`src/core/flt_pkg.sv`:
```
// Constants for the FIFO level, test and transmit length register block.
// Assumes one 25 MHz clock and a byte-wide register port from the host.
package flt_pkg;
  localparam logic [7:0] ADDR_TEST = 8'h1B;
  localparam logic [7:0] ADDR_STAT = 8'h1C;
  localparam logic [7:0] ADDR_LENH = 8'h1D;
  localparam logic [7:0] ADDR_LENL = 8'h1E;
  localparam logic [7:0] RST_TEST = 8'h00;
  localparam logic [7:0] RST_LEN = 8'h00;
  localparam int TB_FAST = 0;
  localparam int TB_DEC = 1;
  localparam int TB_IO0 = 2;
  localparam int TB_IO1 = 3;
  localparam int TB_RFLVL = 7;
  localparam int SB_HI = 6;
  localparam int SB_LO = 5;
  localparam int SB_OVF = 4;
  localparam int FIFO_DEPTH = 12;
  localparam logic [4:0] LVL_HIGH = 5'h09;
  localparam logic [4:0] LVL_LOW = 5'h03;
  localparam logic [4:0] LVL_FULL = 5'h0C;
  localparam int BUF_DEPTH = 2;
endpackage

```
`src/core/flt_regs.sv`:
```
// Test, FIFO status and transmit length registers with a 12-byte FIFO.
// Assumes a host port that gives one-cycle write and read strobes.
`timescale 1ns/1ps
module flt_regs (
  input wire logic clk,
  input wire logic nrst,
  input wire logic en,
  input wire logic [7:0] reg_addr,
  input wire logic reg_wr,
  input wire logic reg_rd,
  input wire logic [7:0] reg_wdata,
  output logic [7:0] reg_rdata,
  input wire logic fifo_wr,
  input wire logic [7:0] fifo_wdata,
  input wire logic stop_cond,
  input wire logic rx_active,
  input wire logic tx_active,
  input wire logic tx_eof_done,
  input wire logic rx_wr,
  input wire logic [7:0] rx_wdata,
  output logic [7:0] tx_data,
  output logic tx_valid,
  input wire logic tx_ready,
  output logic test_mode,
  output logic fast_coder_timing_select,
  output logic carrier_amplitude_check,
  output logic [11:0] frame_len,
  output logic [2:0] partial_bits,
  output logic partial_flag
);
  logic [7:0] test_q;
  logic [7:0] lenh_q;
  logic [7:0] lenl_q;
  logic mode_q;
  logic ovf_q;
  logic [7:0] mem_q [flt_pkg::FIFO_DEPTH];
  logic [3:0] wp_q;
  logic [3:0] rp_q;
  logic [4:0] cnt_q;
  logic [7:0] rdata_d;
  logic [7:0] stat_w;
  logic fifo_in;
  logic [7:0] fifo_in_data;
  logic push;
  logic pop;
  logic full;
  logic skid_ready;
  logic [7:0] skid_data;
  logic skid_valid;
  logic [2:0] pbits_d;
  logic host_fifo_wr;

  assign host_fifo_wr = fifo_wr && !rx_active;
  assign fifo_in = host_fifo_wr || rx_wr;
  assign fifo_in_data = rx_wr ? rx_wdata : fifo_wdata;
  assign full = (cnt_q == flt_pkg::LVL_FULL);
  assign push = fifo_in && !full;
  assign pop = (cnt_q != 5'h00) && skid_ready && !rx_active;

  // Test register; stop clears mode bits
  always_ff @(posedge clk) begin
    if (!nrst || !en) begin
      test_q <= flt_pkg::RST_TEST;
    end else if (stop_cond) begin
      test_q[flt_pkg::TB_DEC] <= 1'b0;
      test_q[flt_pkg::TB_IO0] <= 1'b0;
      test_q[flt_pkg::TB_IO1] <= 1'b0;
    end else if (reg_wr && reg_addr == flt_pkg::ADDR_TEST) begin
      test_q <= reg_wdata;
    end
  end

  // Test mode latch
  always_ff @(posedge clk) begin
    if (!nrst || !en) begin
      mode_q <= 1'b0;
    end else if (stop_cond) begin
      mode_q <= 1'b0;
    end else if (test_q[flt_pkg::TB_DEC] || test_q[flt_pkg::TB_IO0]
                 || test_q[flt_pkg::TB_IO1]) begin
      mode_q <= 1'b1;
    end
  end

  // Length registers
  always_ff @(posedge clk) begin
    if (!nrst || !en) begin
      lenh_q <= flt_pkg::RST_LEN;
      lenl_q <= flt_pkg::RST_LEN;
    end else if (tx_eof_done) begin
      lenh_q <= flt_pkg::RST_LEN;
      lenl_q <= flt_pkg::RST_LEN;
    end else if (reg_wr) begin
      if (reg_addr == flt_pkg::ADDR_LENH) begin
        lenh_q <= reg_wdata;
      end else if (reg_addr == flt_pkg::ADDR_LENL) begin
        lenl_q <= reg_wdata;
      end
    end
  end

  // FIFO storage
  always_ff @(posedge clk) begin
    if (push) begin
      mem_q[wp_q] <= fifo_in_data;
    end
  end

  always_ff @(posedge clk) begin
    if (!nrst || !en) begin
      wp_q <= 4'h0;
      rp_q <= 4'h0;
      cnt_q <= 5'h00;
    end else begin
      if (push) begin
        wp_q <= (wp_q == 4'hB) ? 4'h0 : 4'(wp_q + 4'h1);
      end
      if (pop) begin
        rp_q <= (rp_q == 4'hB) ? 4'h0 : 4'(rp_q + 4'h1);
      end
      cnt_q <= 5'(cnt_q + {4'h0, push} - {4'h0, pop});
    end
  end

  // Overflow sticky; set wins over the read clear
  always_ff @(posedge clk) begin
    if (!nrst || !en) begin
      ovf_q <= 1'b0;
    end else if (host_fifo_wr && full) begin
      ovf_q <= 1'b1;
    end else if (reg_rd && reg_addr == flt_pkg::ADDR_STAT) begin
      ovf_q <= 1'b0;
    end
  end

  // Status word, read only
  always_comb begin
    stat_w = 8'h00;
    stat_w[flt_pkg::SB_HI] = rx_active && (cnt_q >= flt_pkg::LVL_HIGH);
    stat_w[flt_pkg::SB_LO] = tx_active && (cnt_q <= flt_pkg::LVL_LOW);
    stat_w[flt_pkg::SB_OVF] = ovf_q;
    stat_w[3:0] = (cnt_q == 5'h00) ? 4'h0 : 4'(cnt_q - 5'h01);
  end

  always_comb begin
    rdata_d = 8'h00;
    if (reg_addr == flt_pkg::ADDR_TEST) begin
      rdata_d = test_q;
    end else if (reg_addr == flt_pkg::ADDR_STAT) begin
      rdata_d = stat_w;
    end else if (reg_addr == flt_pkg::ADDR_LENH) begin
      rdata_d = lenh_q;
    end else if (reg_addr == flt_pkg::ADDR_LENL) begin
      rdata_d = lenl_q;
    end
  end

  // Partial count gated by flag
  always_comb begin
    pbits_d = lenl_q[0] ? lenl_q[3:1] : 3'h0;
  end

  // Registered outputs
  always_ff @(posedge clk) begin
    if (!nrst) begin
      reg_rdata <= 8'h00;
      test_mode <= 1'b0;
      fast_coder_timing_select <= 1'b0;
      carrier_amplitude_check <= 1'b0;
      frame_len <= 12'h000;
      partial_bits <= 3'h0;
      partial_flag <= 1'b0;
      tx_data <= 8'h00;
      tx_valid <= 1'b0;
    end else begin
      reg_rdata <= rdata_d;
      test_mode <= mode_q;
      fast_coder_timing_select <= test_q[flt_pkg::TB_FAST];
      carrier_amplitude_check <= test_q[flt_pkg::TB_RFLVL];
      frame_len <= {lenh_q, lenl_q[7:4]};
      partial_bits <= pbits_d;
      partial_flag <= lenl_q[0];
      tx_data <= skid_data;
      tx_valid <= skid_valid && tx_ready;
    end
  end

  flt_skid flt_skid_inst (
    .clk(clk),
    .nrst(nrst),
    .in_data(mem_q[rp_q]),
    .in_valid(pop),
    .in_ready(skid_ready),
    .out_data(skid_data),
    .out_valid(skid_valid),
    .out_ready(tx_ready)
  );

  // Test register and mode checks
  stop_clear_a: assert property (@(posedge clk)
    disable iff (!nrst)
    en && stop_cond |=> test_q[3:1] == 3'h0 && !mode_q)
    else $error("stop left test bits set");
  stop_keep_a: assert property (@(posedge clk)
    disable iff (!nrst)
    en && stop_cond |=> test_q[0] == $past(test_q[0])
    && test_q[7] == $past(test_q[7]))
    else $error("stop changed other test bits");
  reset_test_a: assert property (@(posedge clk)
    !nrst || !en |=> test_q == 8'h00 && lenh_q == 8'h00
    && lenl_q == 8'h00)
    else $error("test or length not zero after reset");
  test_wr_a: assert property (@(posedge clk)
    disable iff (!nrst)
    en && !stop_cond && reg_wr && reg_addr == flt_pkg::ADDR_TEST
    |=> test_q == $past(reg_wdata))
    else $error("test register write lost");
  mode_enter_a: assert property (@(posedge clk)
    disable iff (!nrst)
    en && !stop_cond && test_q[3:1] != 3'h0 |=> mode_q)
    else $error("test mode not entered");
  mode_idle_a: assert property (@(posedge clk)
    disable iff (!nrst)
    en && !mode_q && test_q[3:1] == 3'h0 |=> !mode_q)
    else $error("test mode entered without a test bit");
  mode_hold_a: assert property (@(posedge clk)
    disable iff (!nrst)
    en && mode_q && !stop_cond |=> mode_q)
    else $error("test mode dropped without stop");
  // FIFO occupancy and overflow checks
  fifo_bound_a: assert property (@(posedge clk)
    disable iff (!nrst)
    cnt_q <= flt_pkg::LVL_FULL && wp_q <= 4'hB && rp_q <= 4'hB)
    else $error("FIFO count or pointer out of range");
  full_hold_a: assert property (@(posedge clk)
    disable iff (!nrst)
    en && full && !pop |=> cnt_q == flt_pkg::LVL_FULL)
    else $error("full FIFO took a byte");
  ovf_set_a: assert property (@(posedge clk)
    disable iff (!nrst)
    en && host_fifo_wr && full |=> ovf_q)
    else $error("overflow not flagged");
  ovf_clear_a: assert property (@(posedge clk)
    disable iff (!nrst)
    en && !host_fifo_wr && reg_rd && reg_addr == flt_pkg::ADDR_STAT
    |=> !ovf_q)
    else $error("overflow not cleared by status read");
  ovf_keep_a: assert property (@(posedge clk)
    disable iff (!nrst)
    en && !ovf_q && !host_fifo_wr |=> !ovf_q)
    else $error("overflow set without host write");
  en_clear_a: assert property (@(posedge clk)
    disable iff (!nrst)
    !en |=> cnt_q == 5'h00 && !ovf_q && !mode_q)
    else $error("enable low left FIFO or mode state");
  push_step_a: assert property (@(posedge clk)
    disable iff (!nrst)
    en && push && !pop |=> cnt_q == $past(cnt_q) + 5'h01)
    else $error("count missed a stored byte");
  pop_step_a: assert property (@(posedge clk)
    disable iff (!nrst)
    en && pop && !push |=> cnt_q == $past(cnt_q) - 5'h01)
    else $error("count missed a byte read out");
  rx_hold_a: assert property (@(posedge clk)
    disable iff (!nrst)
    rx_active |-> !pop)
    else $error("FIFO drained during reception");
  // Status word checks
  stat_rsvd_a: assert property (@(posedge clk)
    disable iff (!nrst)
    stat_w[7] == 1'b0)
    else $error("reserved status bit set");
  level_hi_a: assert property (@(posedge clk)
    disable iff (!nrst)
    rx_active && cnt_q == flt_pkg::LVL_HIGH
    |-> stat_w[flt_pkg::SB_HI] && stat_w[3:0] == 4'h8)
    else $error("high level or count wrong");
  hi_gate_a: assert property (@(posedge clk)
    disable iff (!nrst)
    !rx_active || cnt_q < flt_pkg::LVL_HIGH |-> !stat_w[flt_pkg::SB_HI])
    else $error("high level flag set too early");
  level_lo_a: assert property (@(posedge clk)
    disable iff (!nrst)
    tx_active && cnt_q == flt_pkg::LVL_LOW |-> stat_w[flt_pkg::SB_LO])
    else $error("low level wrong");
  lo_gate_a: assert property (@(posedge clk)
    disable iff (!nrst)
    !tx_active || cnt_q > flt_pkg::LVL_LOW |-> !stat_w[flt_pkg::SB_LO])
    else $error("low level flag set too early");
  count_field_a: assert property (@(posedge clk)
    disable iff (!nrst)
    cnt_q == 5'h08 |-> stat_w[3:0] == 4'h7)
    else $error("unread count not one less than held");
  stat_ro_a: assert property (@(posedge clk)
    disable iff (!nrst)
    en && !stop_cond && !tx_eof_done && reg_wr
    && reg_addr == flt_pkg::ADDR_STAT |=> test_q == $past(test_q)
    && lenh_q == $past(lenh_q) && lenl_q == $past(lenl_q))
    else $error("status write changed a register");
  // Transmit length checks
  eof_clear_a: assert property (@(posedge clk)
    disable iff (!nrst)
    en && tx_eof_done |=> lenh_q == 8'h00 && lenl_q == 8'h00)
    else $error("length not cleared at end of frame");
  len_hold_a: assert property (@(posedge clk)
    disable iff (!nrst)
    en && !tx_eof_done && !reg_wr
    |=> lenh_q == $past(lenh_q) && lenl_q == $past(lenl_q))
    else $error("length changed without a write");
  lenh_wr_a: assert property (@(posedge clk)
    disable iff (!nrst)
    en && !tx_eof_done && reg_wr && reg_addr == flt_pkg::ADDR_LENH
    |=> lenh_q == $past(reg_wdata))
    else $error("high length write lost");
  lenl_wr_a: assert property (@(posedge clk)
    disable iff (!nrst)
    en && !tx_eof_done && reg_wr && reg_addr == flt_pkg::ADDR_LENL
    |=> lenl_q == $past(reg_wdata))
    else $error("low length write lost");
  // Registered output checks
  len_out_a: assert property (@(posedge clk)
    disable iff (!nrst)
    nrst |=> frame_len == $past({lenh_q, lenl_q[7:4]}))
    else $error("frame length mismatch");
  pbits_a: assert property (@(posedge clk)
    disable iff (!nrst)
    !lenl_q[0] |=> partial_bits == 3'h0)
    else $error("partial bits used without flag");
  pbits_flag_a: assert property (@(posedge clk)
    disable iff (!nrst)
    lenl_q[0] |=> partial_bits == $past(lenl_q[3:1]))
    else $error("partial bits lost with flag set");
  flag_out_a: assert property (@(posedge clk)
    disable iff (!nrst)
    nrst |=> partial_flag == $past(lenl_q[0]))
    else $error("partial flag output wrong");
  fast_out_a: assert property (@(posedge clk)
    disable iff (!nrst)
    nrst |=> fast_coder_timing_select == $past(test_q[flt_pkg::TB_FAST]))
    else $error("fast coder select output wrong");
  mode_out_a: assert property (@(posedge clk)
    disable iff (!nrst)
    nrst |=> test_mode == $past(mode_q))
    else $error("test mode output wrong");
  rd_rsvd_a: assert property (@(posedge clk)
    disable iff (!nrst)
    reg_addr == flt_pkg::ADDR_STAT |=> !reg_rdata[7])
    else $error("reserved status bit read as one");
  rd_unmap_a: assert property (@(posedge clk)
    disable iff (!nrst)
    reg_addr != flt_pkg::ADDR_TEST && reg_addr != flt_pkg::ADDR_STAT
    && reg_addr != flt_pkg::ADDR_LENH && reg_addr != flt_pkg::ADDR_LENL
    |=> reg_rdata == 8'h00)
    else $error("unmapped address read nonzero");
  tx_valid_a: assert property (@(posedge clk)
    disable iff (!nrst)
    tx_valid |-> $past(tx_ready))
    else $error("byte handed over without ready");

  cov_mode_c: cover property (@(posedge clk) mode_q ##[1:20] stop_cond);
  cov_ovf_c: cover property (@(posedge clk) host_fifo_wr && full);
  cov_eof_c: cover property (@(posedge clk) lenh_q != 8'h00 ##1 tx_eof_done);
  cov_stall_c: cover property (@(posedge clk) skid_valid && !tx_ready);
  cov_rxhi_c: cover property (@(posedge clk)
    rx_active && cnt_q == flt_pkg::LVL_HIGH);
endmodule

```
`src/core/flt_skid.sv`:
```
// Two-entry buffer with valid and ready on both sides.
// Assumes one clock and synchronous active-low reset.
`timescale 1ns/1ps
module flt_skid (
  input wire logic clk,
  input wire logic nrst,
  input wire logic [7:0] in_data,
  input wire logic in_valid,
  output logic in_ready,
  output logic [7:0] out_data,
  output logic out_valid,
  input wire logic out_ready
);
  logic [7:0] mem_q [flt_pkg::BUF_DEPTH];
  logic wp_q;
  logic rp_q;
  logic [1:0] cnt_q;
  logic push;
  logic pop;

  assign in_ready = (cnt_q != 2'h2);
  assign out_valid = (cnt_q != 2'h0);
  assign out_data = mem_q[rp_q];
  assign push = in_valid && in_ready;
  assign pop = out_valid && out_ready;

  always_ff @(posedge clk) begin
    if (push) begin
      mem_q[wp_q] <= in_data;
    end
  end

  always_ff @(posedge clk) begin
    if (!nrst) begin
      wp_q <= 1'b0;
      rp_q <= 1'b0;
      cnt_q <= 2'h0;
    end else begin
      if (push) begin
        wp_q <= ~wp_q;
      end
      if (pop) begin
        rp_q <= ~rp_q;
      end
      cnt_q <= 2'(cnt_q + {1'b0, push} - {1'b0, pop});
    end
  end

  a_never_over_a: assert property (@(posedge clk) disable iff (!nrst)
    cnt_q <= 2'h2) else $error("buffer count above two");
endmodule

```
`config.mk`:
```
export PLATFORM = sky130hd
export DESIGN_NAME = flt_regs
export DESIGN_NICKNAME = d
export VERILOG_FILES = /design/src/core/flt_pkg.sv /design/src/core/flt_regs.sv /design/src/core/flt_skid.sv
export SDC_FILE = /design/constraint.sdc
export NUM_CORES = 1
export LEC_CHECK = 0
export BUFFER_PORTS_ARGS = -buffer_cell sky130_fd_sc_hd__clkbuf_2
export CORE_MARGIN = 2
export CORE_UTILIZATION = 63
export CTS_BUF_LIST = sky130_fd_sc_hd__clkbuf_16
export DETAILED_ROUTE_END_ITERATION = 10
export GPL_TIMING_DRIVEN = 0
export PLACE_DENSITY = 0.87
export SYNTH_ARGS = -nofsm -noshare
export SYNTH_HDL_FRONTEND = slang
export SYNTH_SLANG_ARGS = --single-unit
export TNS_END_PERCENT = 10
```
`constraint.sdc`:
```
create_clock -name clk -period 3.9 [get_ports clk]
set_input_delay 0.39 -clock clk [delete_from_list [all_inputs] [get_ports clk]]
set_output_delay 0.39 -clock clk [all_outputs]
set_load 0.02 [all_outputs]
```
==> flow_metrics.tcl, run 1 <==
set metrics [dict create \
    outcome "finished, final reports clean" \
    mostFrequentLayoutCells "edfxtp_1 (112), dfxtp_1 (83), clkbuf_2 (78)" \
    layout_commonest_cell "edfxtp_1" \
    syn_inst 545 \
    vias 4714 \
    clk_pin_slew_worst_paths_ns 0.06 \
    critPathLaunch "cnt_q[1]$_SDFF_PP0_" \
    maxCapViolations 0 \
    post-route-util_pct 74.5 \
    power_density_mw_per_mm2 494 \
    cts_setup_buffers 0 \
    synth_top_area_share_pct 42.9 \
    ir_drop_uv 438 \
    synth_cell_types 57 \
    cts.sinks 195 \
    io_buffers 77 \
    drc_errors 0 \
    cts_hold_buf 0 \
    diodes 0 \
    final_hold_viol_count 0 \
    clk_latency_ns 0.43 \
    via_per_inst 5.73 \
    cts_root_buf "clkbuf_16" \
    antenna_found_initial 0 \
    layout-drive-gt1-share_pct 24.9 \
    grt_max_degree 17 \
    synthXorXnorAreaFrac_pct 0.670 \
    gp_congestion 0.912 \
    layout.nets 709 \
    fin_skew_ns 0.0126 \
    route.antenna.remaining_nets 0 \
    post_cts_resized 0 \
    synth_compound_area_share_pct 5.20 \
    worstHoldStart "tx_active" \
    die_x_um 116 \
    initialDrtViolationCount 466 \
    htreeDepth 4 \
    setup.worst_path.end_class "flip-flop" \
    num_rows 40 \
    synth_mux_area_share_pct 13.4 \
    cts_made_buffers 17 \
    arrival_ns 3.49 \
    rsz0062_at_grt "no" \
    grt_overflow 0 \
    synth_area_leaders "edfxtp_1 (43%), dfxtp_1 (21%), mux4_2 (6.9%)" \
    grt_usage_pct 24.6 \
    tns_ns 0 \
    crit_fanout 10 \
    synth_area_mm2 0.00785 \
    fp.dieArea_mm2 0.0134 \
    cp.required_ns 4.26 \
    routed_wl_um 15500 \
    synth-simple-area-share_pct 10.0 \
    drtPass1Iterations 5 \
    fill_cells 733 \
    syn_nets 613 \
    synth_edf_count 112 \
    yosysTopAreaCell "edfxtp_1" \
    synth_fa_ha_area_share_pct 3.92 \
    slew_viol_final 0 \
    fin_crit_ns 3.13 \
    grt_pass1_vias 4603 \
    tightest_slew_ns 1.07 \
    avgRoutedWirePerCell_um 18.9 \
    ys_async_sr_fraction_pct 0 \
    setup_viol 0 \
    syn_to_final_growth_pct 14.6 \
    initial_core_util_pct 65.1 \
    max_freq_mhz 319 \
    slew_headroom_pct 28.4 \
    critical_path_class "reg -> reg" \
    fp.dieH_um 116 \
    design.core.area_mm2 0.0121 \
    hpwl_um 11000 \
    yosysSeqAreaShare_pct 64.0 \
    min_path_type "in -> reg" \
    clk_path_buf_depth 2 \
    synth_top_family_by_area "multiplexers" \
    period_share_pct 80.3 \
    r2r-start "cnt_q[1]$_SDFF_PP0_" \
    synth_area_per_cell_um2 14.4 \
    ios 80 \
    cts_tree "done" \
    synth_seq_cells 195 \
    cp-start-kind "flip-flop" \
    synth-main-ff-cell "edfxtp_1" \
    power_leakage_nw 3.40 \
    yosysWarnings 0 \
    grt_pass1_wl_um 24200 \
]
## kinds of logic after synthesis
kind of cell	Yosys count
AO/OA/AOI/OAI	61
XOR/XNOR	6
flip-flops	195
adder cells (fa/ha/maj)	24
buffers and inverters	45
AND/OR/NAND/NOR	140
multiplexers	74
## final cells by class
cell class,count,area (um2),area share [%]
multi-input cells,305,2630,29.3
plain buffers,26,145,1.61
well taps,168,210,2.34
inverters,19,71.3,0.793
repair buffers,77,385,4.29
flip-flops and latches,195,5020,55.9
clock inverters,15,96.3,1.07
clock buffers,17,425,4.73
## per-stage QoR
| stage | worst slack (ns) | cells | cell area [um2] | power (mW) | hold slack (ns) |
|---|---|---|---|---|---|
| detailed placement | 0.826 | 790 | 8470 | 2.95 | 0.472 |
| finish | 0.768 | 822 | 8990 | 4.44 | 0.212 |
| CTS | 0.793 | 822 | 8990 | 4.45 | 0.202 |
| global route | 0.597 | 822 | 8990 | 4.61 | 0.227 |
| global placement | 0.895 | 790 | 8440 | 2.91 | 0.461 |
| floorplan | 1.28 | 545 | 7850 | 2.78 | 0.428 |
## synth_stat cells (2+ instances only)
| library cell | instances |
|---|---|
| edfxtp_1 | 112 |
| dfxtp_1 | 83 |
| mux2i_1 | 42 |
| nor2_1 | 32 |
| and2_1 | 26 |
| mux4_2 | 24 |
| ha_1 | 23 |
| nand2_1 | 20 |
| inv_1 | 19 |
| a21oi_1 | 15 |
| nor2b_1 | 15 |
| o21ai_0 | 15 |
| and3_1 | 12 |
| clkbuf_1 | 11 |
| nand3_1 | 9 |
| mux2_2 | 8 |
| a22o_1 | 6 |
| buf_2 | 6 |
| nor3_1 | 5 |
| a32oi_1 | 4 |
| o21a_1 | 4 |
| a31oi_1 | 3 |
| and4b_1 | 3 |
| buf_4 | 3 |
| nor4b_1 | 3 |
| xnor2_1 | 3 |
| xor2_1 | 3 |
| a22oi_1 | 2 |
| buf_1 | 2 |
| clkbuf_8 | 2 |
| nand2b_1 | 2 |
| nor4_1 | 2 |
| or3_1 | 2 |
## critical path, cell delays in order (launching register included)
cell,delay (ns)
dfxtp_1,0.34
inv_1,0.23
ha_1,0.27
nand2_1,0.10
o22ai_1,0.41
clkbuf_8,0.29
ha_1,0.14
inv_1,0.04
ha_1,0.20
fa_1,0.42
nand2b_1,0.10
a21oi_1,0.07
or3_1,0.32
a21oi_1,0.14
## flip-flops by register name, summed over array words and instances, names as in the netlist, 2 cells and up, named ones only
signal	count
flt_skid_inst.cnt_q	2
lenl_q	8
partial_bits	3
tx_data	8
lenh_q	8
test_q	8
flt_skid_inst.mem_q	16
rp_q	4
mem_q	96
frame_len	12
wp_q	4
reg_rdata	8
cnt_q	5
## routing by layer
metal	vias up	part of all wire (%)	global-route usage, %	wire [um]
li1	2214	-	-	-
met1	2279	41	32.2	6390
met2	196	52	41.4	8030
met3	25	5.5	5.70	853
met4	0	1.5	8.02	230
met5	-	0	0	0
## final timing paths
| kind | endpoint | slack, ns | cells past startpoint |
|---|---|---|---|
| worst min register to register | test_q[4]$_SDFFE_PP0P_ | 0.48 | 2 |
| worst max register to register | cnt_q[4]$_SDFF_PP0_ | 0.77 | 13 |
| worst max-delay path | cnt_q[4]$_SDFF_PP0_ | 0.77 | 13 |
| worst min-delay path | reg_rdata[5]$_SDFF_PN0_ | 0.21 | 3 |
## power breakdown
| part | switching [mW] | internal [mW] |
|---|---|---|
| clock | 0.718 | 0.807 |
| combinational | 0.338 | 0.254 |
| sequential | 0.0422 | 2.28 |
| total | 1.10 | 3.34 |
No activity file was read; power rests on OpenSTA's default activity.
==> run 2, diff against run 1 <==
- CORE_UTILIZATION: 63 -> 53
- PLACE_DENSITY: 0.87 -> 0.79
- clock period: 3.9 -> 2.75 ns (I/O delays scaled with it)
==> run 2 against run 1 <==
  * Combinational power rose by 47%
  * Count of clock-buffer cells in the layout up 3
  * Critical endpoint unchanged
  * Clock skew shrank 0.0040 ns
  * First-iteration DRC count decreased by 23%
  * Clock power grew 53%
==> flow_metrics.tcl, run 2 (synthesized netlist as in run 1, its figures left out) <==
set metrics [dict create \
    outcome "finished, final reports clean" \
    drc_errors 0 \
    antenna_found_initial 0 \
    p_total_mw 6.49 \
    via_per_inst 5.49 \
    maxCapViolations 0 \
    vias 4643 \
    fp.dieH_um 126 \
    num_rows 44 \
    fin_skew_ns 0.00860 \
    min_path_type "in -> reg" \
    drtPass1Iterations 4 \
    largest-register "mem_q" \
    hold_end "reg_rdata[5]$_SDFF_PN0_" \
    initialDrtViolationCount 358 \
    grt_pass1_vias 4590 \
    period_share_pct 93.6 \
    final_hold_viol_count 0 \
    setup_viol 0 \
    top_regs "mem_q: 96 flops, flt_skid_inst.mem_q: 16 flops, frame_len: 12 flops" \
    register_area_mm2 0.00503 \
    r2r-start "cnt_q[0]$_SDFF_PP0_" \
    critical_path_class "reg -> reg" \
    gp_congestion 0.860 \
    power_leakage_nw 3.47 \
    syn_to_final_growth_pct 16.3 \
    cts_hold_buf 0 \
    htreeDepth 4 \
    avgRoutedWirePerCell_um 17.7 \
    grt_pass1_wl_um 24000 \
    fill_cells 1093 \
    layout.nets 716 \
    mostFrequentLayoutCells "edfxtp_1 (112), dfxtp_1 (81), clkbuf_2 (78)" \
    reg2reg_setup_slack_ns 0.18 \
    grt_max_degree 17 \
    cp-start-kind "flip-flop" \
    fp.dieArea_mm2 0.0158 \
    clk_latency_ns 0.43 \
    route.antenna.remaining_nets 0 \
    ir_drop_uv 524 \
    max_freq_mhz 388 \
    fin_crit_ns 2.57 \
    ios 80 \
    layout_commonest_cell "edfxtp_1" \
    die_x_um 126 \
    clk_pin_slew_worst_paths_ns 0.07 \
    arrival_ns 2.92 \
    r2r-end "cnt_q[4]$_SDFF_PP0_" \
    crit_fanout 6 \
    cts.sinks 195 \
    cts_root_buf "clkbuf_16" \
    largest_reg_flops 96 \
    hpwl_um 10600 \
    design.core.area_mm2 0.0145 \
    layout-drive-gt1-share_pct 26.8 \
    grt_overflow 0 \
    power_density_mw_per_mm2 711 \
    setup.worst_path.end_class "flip-flop" \
    clk_path_buf_depth 2 \
    tightest_slew_ns 0.940 \
    ff2ff_path_depth 12 \
    diodes 0 \
    dp_cells 808 \
    initial_core_util_pct 54.2 \
    whs_path_depth 3 \
    io_buffers 77 \
    grt_usage_pct 19.7 \
    rsz0062_at_grt "no" \
    cp.required_ns 3.10 \
    routed_wl_um 15000 \
    worstHoldStart "tx_active" \
    cts_tree "done" \
    slew_viol_final 0 \
    multi_input_area_mm2 0.00265 \
    slew_headroom_pct 36.8 \
    cts_made_buffers 17 \
    final_cells 845 \
]
==> run 2: cell types whose count changed in the layout (fill, tap and decap cells not counted), moves of 2 or more <==
cell,delta
buf_4,+7
dfxtp_1,-2
clkinv_4,-6
inv_4,+3
clkbuf_16,+3
inv_2,+2
==> run 2: per-layer routing <==
metal / vias to the layer above / share of wire (%) / wire length [um] / GRT usage, %
li1: 2223 / - / - / -
met1: 2255 / 45 / 6660 / 26.8
met2: 141 / 48 / 7230 / 31.0
met3: 24 / 5.7 / 845 / 5.61
met4: 0 / 1.5 / 218 / 6.21
met5: - / 0 / 0 / 0
==> run 2: critical path, stage by stage, from the launching register on <==
cell and delay [ns]:
dfxtp_4 0.37, inv_1 0.10, ha_2 0.22, nand3b_1 0.11, and3_1 0.20, ha_1 0.27, inv_1 0.04, ha_1 0.21
fa_2 0.36, nand2b_1 0.08, a21oi_1 0.07, or3_1 0.31, a21oi_1 0.16
==> run 2: where the power goes <==
part	total, mW	leakage, nW	internal [mW]	switching [mW]
sequential	3.30	1.69	3.24	0.0637
combinational	0.870	1.48	0.389	0.481
clock	2.32	0.300	1.30	1.02
total	6.49	3.47	4.93	1.56
==> run 2: worst max path at each step <==
stage                       endpoint  slack (ns)  depth (start not counted)                start
4_1_cts          cnt_q[4]$_SDFF_PP0_        0.04                         13  cnt_q[0]$_SDFF_PP0_
5_1_grt          cnt_q[4]$_SDFF_PP0_        0.06                         12  cnt_q[0]$_SDFF_PP0_
6_report         cnt_q[4]$_SDFF_PP0_        0.18                         12  cnt_q[0]$_SDFF_PP0_
3_5_place_dp     cnt_q[4]$_SDFF_PP0_       -0.32                         13  cnt_q[1]$_SDFF_PP0_
2_1_floorplan    cnt_q[4]$_SDFF_PP0_        0.13                         13  cnt_q[1]$_SDFF_PP0_
3_3_place_gp   mem_q[1][2]$_DFFE_PP_       -0.49                          6  cnt_q[0]$_SDFF_PP0_
==> run 2: cell type report <==
cell class | instances | area share [%]
buffer | 26 | 1.59
multi-input combinational | 305 | 29.1
timing repair buffer | 84 | 4.80
inverter | 19 | 0.809
clock buffer | 20 | 5.48
sequential | 195 | 55.1
tap | 184 | 2.52
clock inverter | 12 | 0.644
==> run 2: per-stage QoR <==
stage | setup WS (ns) | utilization (%) | hold WS (ns) | cell area (um2) | TNS, ns
6_report | 0.175 | 63.1 | 0.0898 | 9130 | 0
5_1_grt | 0.0593 | 63.1 | 0.0837 | 9130 | 0
4_1_cts | 0.0419 | 62.8 | 0.0788 | 9100 | 0
3_5_place_dp | -0.316 | 58.7 | 0.466 | 8500 | -0.331
3_3_place_gp | -0.487 | 58.5 | 0.455 | 8460 | -9.06
2_1_floorplan | 0.131 | - | 0.354 | 7850 | 0
==> run 2: timing repair <==
action	in CTS	in global routing
gates resized for setup	7	5
setup buffers	2	3
setup endpoints to repair	2	1
pin swaps	1	1
endpoints found under the hold margin	0	0
